### src/rtl/ddsc_params.svh
// Constants of the dual converter serial control link
`ifndef DDSC_PARAMS_SVH
`define DDSC_PARAMS_SVH
`define DDSC_WORD_BITS   5'h10
`define DDSC_CODE_MSB    15
`define DDSC_CODE_LSB    12
`define DDSC_DATA_MSB    11
`define DDSC_DATA_LSB    2
`define DDSC_ZERO_CODE   10'h000
`define DDSC_ZERO_WORD   16'h0000
`define DDSC_SHIFT_TOP   14
`define DDSC_OP_NOP      4'h0
`define DDSC_OP_LOAD_A   4'h1
`define DDSC_OP_LOAD_B   4'h2
`define DDSC_OP_UPD_WAKE 4'h8
`define DDSC_OP_LDA_UPD  4'h9
`define DDSC_OP_LDB_UPD  4'hA
`define DDSC_OP_WAKE     4'hD
`define DDSC_OP_SLEEP    4'hE
`define DDSC_OP_LDAB_UPD 4'hF
`define DDSC_SCK_HALF    4'h4
`endif

### src/rtl/ddsc_pkg.sv
// Types shared by both ends of the serial control link
package ddsc_pkg;
  typedef logic [9:0]  ddsc_code_t;
  typedef logic [15:0] ddsc_word_t;
  typedef enum logic [1:0] {DDSC_IDLE, DDSC_LOW, DDSC_HIGH, DDSC_DONE} ddsc_host_state_t;
endpackage

### src/rtl/ddsc_link_if.sv
// Three-wire link between host and converter control
`timescale 1ns/1ps
`default_nettype none
interface ddsc_link_if;
  logic chip_select_load_b;
  logic serial_clock;
  logic serial_data;
  modport host   (output chip_select_load_b, output serial_clock, output serial_data);
  modport device (input chip_select_load_b, input serial_clock, input serial_data);
endinterface
`default_nettype wire

### src/rtl/ddsc_sync.sv
// Two-flop synchroniser with edge detect on the second stage
`timescale 1ns/1ps
`default_nettype none
module ddsc_sync #(
  parameter logic RESET_LEVEL = 1'b0
) (
  input  wire logic clk_sys_i,
  input  wire logic rst_b_i,
  input  wire logic async_i,
  output logic      level_o,
  output logic      rise_o
);
  logic meta;
  logic stage;
  logic last;
  always_ff @(posedge clk_sys_i) begin
    if (!rst_b_i) begin
      meta  <= RESET_LEVEL;
      stage <= RESET_LEVEL;
      last  <= RESET_LEVEL;
    end else begin
      meta  <= async_i;
      stage <= meta;
      last  <= stage;
    end
  end
  assign level_o = stage;
  assign rise_o  = stage & ~last;
endmodule
`default_nettype wire

### src/rtl/ddsc_device.sv
// Converter end: serial capture, control decode, double buffer and sleep
// Function
// - Shift only while strobe is low
// - Strobe rise stops shifting, runs decode
// - Sample data on serial clock rise
// - Word: control, ten-bit code, two pads
// - Host sends MSB first, pads last
// - Host raises strobe after sixteen bits
// - Serial clock low when strobe falls
// - Per channel input and output registers
// - Output registers always update together
// - One code may combine several actions
// - Code 1110 sleeps, keeps registers
// - Sleep ignores code field entirely
// - Wake resumes held output values
// - Codes 0001/0010 load input registers
// - Code 1000 wakes and updates both
// - Output registers clear at reset
// - Output code is unsigned binary
// - Code 0000 does nothing
// - Codes 1001/1010 load, update, wake
// - Code 1101 only wakes
// - Code 1111 loads both, updates, wakes
`timescale 1ns/1ps
`default_nettype none
`include "ddsc_params.svh"
module ddsc_device
  import ddsc_pkg::*;
(
  input  wire logic   clk_sys_i,
  input  wire logic   rst_b_i,
  ddsc_link_if.device link,
  output ddsc_code_t  channel_a_output_o,
  output ddsc_code_t  channel_b_output_o,
  output ddsc_code_t  input_a_o,
  output ddsc_code_t  input_b_o,
  output logic        asleep_o,
  output logic        outputs_enabled_o
);
  // ----------------------------------------------------------------
  // Pin synchronisers
  // ----------------------------------------------------------------
  // Each pin passes two flops before any logic reads it
  // The strobe idles high, so its synchroniser resets high to avoid a
  // false strobe rise, and a stray decode, straight after reset
  logic cs_level;
  logic cs_rise;
  logic sck_rise;
  logic din_level;

  ddsc_sync #(
    .RESET_LEVEL (1'b1)
  ) u_cs (
    .clk_sys_i (clk_sys_i),
    .rst_b_i   (rst_b_i),
    .async_i   (link.chip_select_load_b),
    .level_o   (cs_level),
    .rise_o    (cs_rise)
  );

  ddsc_sync #(
    .RESET_LEVEL (1'b0)
  ) u_sck (
    .clk_sys_i (clk_sys_i),
    .rst_b_i   (rst_b_i),
    .async_i   (link.serial_clock),
    .level_o   (),
    .rise_o    (sck_rise)
  );

  ddsc_sync #(
    .RESET_LEVEL (1'b0)
  ) u_din (
    .clk_sys_i (clk_sys_i),
    .rst_b_i   (rst_b_i),
    .async_i   (link.serial_data),
    .level_o   (din_level),
    .rise_o    ()
  );

  // ----------------------------------------------------------------
  // State
  // ----------------------------------------------------------------
  typedef struct packed {
    ddsc_word_t shift;
    ddsc_code_t in_a;
    ddsc_code_t in_b;
    ddsc_code_t out_a;
    ddsc_code_t out_b;
    logic       sleep;
  } ddsc_dev_state_t;
  ddsc_dev_state_t st;
  ddsc_dev_state_t next_st;

  // ----------------------------------------------------------------
  // Decode
  // ----------------------------------------------------------------
  // One code may ask for several actions; each is a flag of its own
  logic [3:0] op;
  ddsc_code_t data;
  logic       do_load_a;
  logic       do_load_b;
  logic       do_update;
  logic       do_wake;
  logic       do_sleep;

  always_comb begin
    next_st   = st;
    op        = st.shift[`DDSC_CODE_MSB:`DDSC_CODE_LSB];
    data      = st.shift[`DDSC_DATA_MSB:`DDSC_DATA_LSB];
    do_load_a = 1'b0;
    do_load_b = 1'b0;
    do_update = 1'b0;
    do_wake   = 1'b0;
    do_sleep  = 1'b0;
    case (op)
      `DDSC_OP_LOAD_A: begin
        do_load_a = 1'b1;
      end
      `DDSC_OP_LOAD_B: begin
        do_load_b = 1'b1;
      end
      `DDSC_OP_UPD_WAKE: begin
        do_update = 1'b1;
        do_wake   = 1'b1;
      end
      `DDSC_OP_LDA_UPD: begin
        do_load_a = 1'b1;
        do_update = 1'b1;
        do_wake   = 1'b1;
      end
      `DDSC_OP_LDB_UPD: begin
        do_load_b = 1'b1;
        do_update = 1'b1;
        do_wake   = 1'b1;
      end
      `DDSC_OP_WAKE: begin
        do_wake = 1'b1;
      end
      `DDSC_OP_SLEEP: begin
        do_sleep = 1'b1;
      end
      `DDSC_OP_LDAB_UPD: begin
        do_load_a = 1'b1;
        do_load_b = 1'b1;
        do_update = 1'b1;
        do_wake   = 1'b1;
      end
      default: begin
        do_sleep = 1'b0;
      end
    endcase
    // Data is sampled with the synchronised clock so both stay aligned
    if (!cs_level && sck_rise) begin
      next_st.shift = {st.shift[`DDSC_SHIFT_TOP:0], din_level};
    end
    if (cs_rise) begin
      if (do_load_a) begin
        next_st.in_a = data;
      end
      if (do_load_b) begin
        next_st.in_b = data;
      end
      // Outputs take the freshly loaded codes, and both channels move together
      if (do_update) begin
        next_st.out_a = do_load_a ? data : st.in_a;
        next_st.out_b = do_load_b ? data : st.in_b;
      end
      if (do_wake) begin
        next_st.sleep = 1'b0;
      end
      if (do_sleep) begin
        next_st.sleep = 1'b1;
      end
    end
  end

  // ----------------------------------------------------------------
  // Registers
  // ----------------------------------------------------------------
  // A reset in mid-frame drops the partial word; the host must resend it
  always_ff @(posedge clk_sys_i) begin
    if (!rst_b_i) begin
      st.shift <= `DDSC_ZERO_WORD;
      st.in_a  <= `DDSC_ZERO_CODE;
      st.in_b  <= `DDSC_ZERO_CODE;
      st.out_a <= `DDSC_ZERO_CODE;
      st.out_b <= `DDSC_ZERO_CODE;
      st.sleep <= 1'b0;
    end else begin
      st <= next_st;
    end
  end

  // ----------------------------------------------------------------
  // Outputs
  // ----------------------------------------------------------------
  // Codes are unsigned straight binary; the analog stage scales by k/1024
  // Sleep keeps every register; only the analog drive is switched off
  assign channel_a_output_o = st.out_a;
  assign channel_b_output_o = st.out_b;
  assign input_a_o          = st.in_a;
  assign input_b_o          = st.in_b;
  assign asleep_o           = st.sleep;
  assign outputs_enabled_o  = ~st.sleep;
endmodule
`default_nettype wire

### src/flat_wrapper.sv
// flat-port wrapper written by rule: the top's interface ports become plain ports
module ddsc_device_flat import ddsc_pkg::*;
  (clk_sys_i, rst_b_i, channel_a_output_o, channel_b_output_o, input_a_o, input_b_o, asleep_o, outputs_enabled_o, link_chip_select_load_b, link_serial_clock, link_serial_data);
  ddsc_link_if link_i ();
  input  wire logic clk_sys_i;
  input  wire logic rst_b_i;
  output ddsc_code_t channel_a_output_o;
  output ddsc_code_t channel_b_output_o;
  output ddsc_code_t input_a_o;
  output ddsc_code_t input_b_o;
  output logic asleep_o;
  output logic outputs_enabled_o;
  input wire logic [$bits(link_i.chip_select_load_b)-1:0] link_chip_select_load_b;
  input wire logic [$bits(link_i.serial_clock)-1:0] link_serial_clock;
  input wire logic [$bits(link_i.serial_data)-1:0] link_serial_data;
  assign link_i.chip_select_load_b = link_chip_select_load_b;
  assign link_i.serial_clock = link_serial_clock;
  assign link_i.serial_data = link_serial_data;
  ddsc_device u_core (.clk_sys_i(clk_sys_i), .rst_b_i(rst_b_i), .link(link_i), .channel_a_output_o(channel_a_output_o), .channel_b_output_o(channel_b_output_o), .input_a_o(input_a_o), .input_b_o(input_b_o), .asleep_o(asleep_o), .outputs_enabled_o(outputs_enabled_o));
endmodule
### config.mk
export PLATFORM = sky130hd
export DESIGN_NAME = ddsc_device_flat
export DESIGN_NICKNAME = d
export VERILOG_FILES = /design/src/rtl/ddsc_pkg.sv /design/src/rtl/ddsc_link_if.sv /design/src/rtl/ddsc_sync.sv /design/src/rtl/ddsc_device.sv /design/src/flat_wrapper.sv
export VERILOG_INCLUDE_DIRS = /design/src /design/src/rtl
export SDC_FILE = /design/constraint.sdc
export NUM_CORES = 1
export LEC_CHECK = 0
export ABC_AREA = 1
export ABC_CLOCK_PERIOD_IN_PS = 1300
export BUFFER_PORTS_ARGS = -buffer_cell sky130_fd_sc_hd__buf_4
export CAP_MARGIN = 20
export CORE_MARGIN = 2
export CORE_UTILIZATION = 30
export DETAILED_ROUTE_END_ITERATION = 6
export PLACE_DENSITY_LB_ADDON = 0.05
export RECOVER_POWER = 100
export SLEW_MARGIN = 10
export SYNTH_ARGS = -nofsm -noshare
export SYNTH_HDL_FRONTEND = slang
export SYNTH_SLANG_ARGS = --single-unit
export TNS_END_PERCENT = 100
### constraint.sdc
create_clock -name clk_sys_i -period 1.3 [get_ports clk_sys_i]
set_input_delay 0.13 -clock clk_sys_i [delete_from_list [all_inputs] [get_ports clk_sys_i]]
set_output_delay 0.13 -clock clk_sys_i [all_outputs]
set_load 0.1 [all_outputs]
==> impl_metrics.tcl <==
set metrics [dict create \
    combined_area_of_all_synthesized_cells_um2 3150 \
    cts.root.buffer_cell "clkbuf_8" \
    nFillCells 1147 \
    instances_no_fill 629 \
    antenna_cells_inserted 0 \
    number_of_max_cap_violations 0 \
    start_kind "flip-flop" \
    design.die.area_um2 11300 \
    layout.nets 493 \
    post-place-ws_ps -14.4 \
    timing.setup.critical_path_class "reg -> out" \
    timing.final.crit_period_ps 1210 \
    worstPathBufferInverterCount 1 \
    grt_use_total_pct 13.3 \
    firstDrtPassIters 4 \
    critical_path.endpoint_type "primary output" \
    post_synthesis_cells 471 \
    htree_levels 3 \
    setup-violations-final 0 \
    worst-path-max-fanout 2 \
    post-place-cells 604 \
    critPathRequiredTime_ps 1170 \
    global_route_wire_length_before_repair_um 11800 \
    tritoncts "done" \
    final.setup_skew_ps 8.27 \
    post_synth_xor_area_fraction_pct 0 \
    synth_compound_area_share_pct 5.24 \
    drive_gt1_share_pct 20.9 \
    clk_transition_reported_paths_ps 70 \
    vias_post_dr 2661 \
    placementRows 37 \
    chipHeight_um 106 \
    detail_route.wirelength_um 7310 \
    worstSkewPairLatency_ps 340 \
    cts.sink_count 65 \
    synth-simple-area-share_pct 32.3 \
    yosysWarningCount 0 \
    syn_nets 476 \
    drt_first_iter_violations 90 \
    hold_viol_final 0 \
    io_buffers 46 \
    post_drt_wl_per_cell_um 11.6 \
    dp.final_hpwl_um 5090 \
    first_global_vias 2378 \
    core_region_area_um2 10300 \
    tightest_pin_transition_ps 483 \
    post_synth_fa_ha_maj_area_fraction_pct 0 \
    global_route_overflow 0 \
    drc 0 \
    antenna_found_initial 0 \
    gp_routability_congestion 0.785 \
    hp-class "in -> reg" \
    cpPeakStageDelay_ps 420 \
    maxClockFrequency_mhz 828 \
    worst_path_max_delay_cell "buf_2" \
    ant_nets 0 \
    synthToLayoutAreaGrowth_pct 20.9 \
    finalWorstSetupSlack_ps 92.3 \
    syn_avg_cell_area_um2 6.69 \
    die_w_um 106 \
    timing.critical_path.cells "buf_2" \
    synth.area.mux_share_pct 0 \
    grt_max_degree 43 \
    synth_cell_type_count 19 \
    yosys_register_bits 65 \
    maxSlewHeadroom_pct 68.0 \
    run_status "complete, no violations" \
    static-leakage-power_nw 1.95 \
    worst_ir_drop_vdd_mv 0.524 \
    crit_arrival_ps 1080 \
    final-max-slew-violation-count 0 \
    initial_utilization_pct 30.6 \
    tritoncts.num_buffers 9 \
    period_share_pct 92.9 \
    synth_seq_area_share_pct 41.3 \
    cpLargestDelayFamily "buffers and inverters" \
    cts.path.max_buffers 2 \
    detail_route.vias_per_cell 4.23 \
    number_of_top_level_pins 47 \
    largest_family_of_logic_cells_by_synthesized_area "simple AND/OR/NAND/NOR gates" \
    pwrdens_nw_per_um2 1220 \
]
==> final timing paths <==
kind	cells past startpoint	start	endpoint	slack [ps]
max	1	u_core.channel_a_output_o[5]$_SDFFE_PN0P_	channel_a_output_o[5]	90
min	3	rst_b_i	u_core.u_cs.last$_SDFF_PN1_	320
max reg2reg	9	u_core.op[3]$_SDFFE_PN0P_	u_core.channel_b_output_o[8]$_SDFFE_PN0P_	90
min reg2reg	1	u_core.u_cs.meta$_SDFF_PN1_	u_core.u_cs.level_o$_SDFF_PN1_	410
==> synthesized netlist by cell type <==
cell        n  area, µm²
a21oi_1    17       85.1
buf_2       9       45.0
buf_4      42        315
buf_6       2       22.5
clkbuf_1    9       33.8
dfxtp_1    65       1300
inv_1      64        240
inv_2       2       7.51
nand2_1   112        420
nand2_2     3       18.8
nand2_4     2       22.5
nand3_1    43        215
nand3b_2    1       11.3
nand4_1     1       6.26
nor2_1     80        300
nor2_4      1       11.3
o21ai_0     8       40.0
o21ai_1     8       40.0
or2_2       2       12.5
==> placed cells by master (no fill, tap or decap), drive strengths merged <==
master	Yosys	routed
a21oi	17	17
clkinvlp	0	2
inv	66	65
o21ai	16	16
dfxtp	65	65
nand3	43	43
buf	53	23
bufinv	0	3
nand4	1	1
nand3b	1	1
nand2	117	118
dlygate4sd3	0	3
clkbuf	9	53
nor2	81	81
or2	2	2
==> repair_timing <==
item	CTS	global route
setup buffers	0	5
hold buffers	3	0
setup endpoints to repair	2	40
gates resized for setup	1	18
cloned	0	1
pin swaps	0	4
hold endpoints to repair	3	0
==> power by group <==
| part | switching [W] | internal [W] | total [W] |
|---|---|---|---|
| clock | 0.000801 | 0.00143 | 0.00223 |
| sequential | 0.0000270 | 0.00202 | 0.00205 |
| combinational | 0.000277 | 0.000101 | 0.000378 |
| total | 0.00111 | 0.00356 | 0.00466 |
==> cell type report <==
class | count | area (µm²) | area share [%]
Sequential cell | 65 | 1320 | 34.5
Multi-Input combinational cell | 279 | 1240 | 32.5
Timing Repair Buffer | 67 | 566 | 14.9
Inverter | 66 | 256 | 6.74
Tap cell | 136 | 170 | 4.47
Clock buffer | 12 | 165 | 4.34
Clock inverter | 4 | 97.6 | 2.56
==> per-layer routing <==
layer,up-vias,GRT usage [%],part of all wire (%)
met1,1181,17.7,49
met3,9,2.82,4.0
met2,45,21.0,46
li1,1426,-,-
met4,0,5.38,1.4
met5,-,0,0
==> cell families (layout without fill, tap and decap cells) <==
group / count (synthesis) / count (layout)
AOI/OAI and AO/OA: 33 / 33
and+or+nand+nor: 245 / 246
buffers and inverters: 128 / 149
DFF: 65 / 65
==> metrics by stage <==
step	power (W)	utilization, %	TNS [ps]	area (µm²)	hold WS, ps
5_1_grt	0.00485	37.0	-63.5	3810	332
3_5_place_dp	0.00248	33.1	-27.0	3400	316
3_3_place_gp	0.00247	33.1	-7.84	3400	314
4_1_cts	0.00474	36.0	0	3700	302
2_1_floorplan	0.00241	-	0	3160	228
6_report	0.00466	37.0	0	3810	325
==> worst register-to-register path: stages, from the launching register on <==
cell	delay [ps]
dfxtp_2	350
nand2_1	90
inv_4	100
nand2_8	90
nand2_2	80
nand2_4	70
buf_12	160
nand2_1	70
nand2_1	40
nor2_1	110
==> registers in the layout, indices dropped and copies added (netlist names), 2 cells and up <==
name / count
u_core.channel_a_output_o: 10
u_core.channel_b_output_o: 10
u_core.st: 2
u_core.input_a_o: 10
u_core.input_b_o: 10
u_core.op: 4
u_core.data: 10
Note: power is estimated with default switching activity, not from simulation.
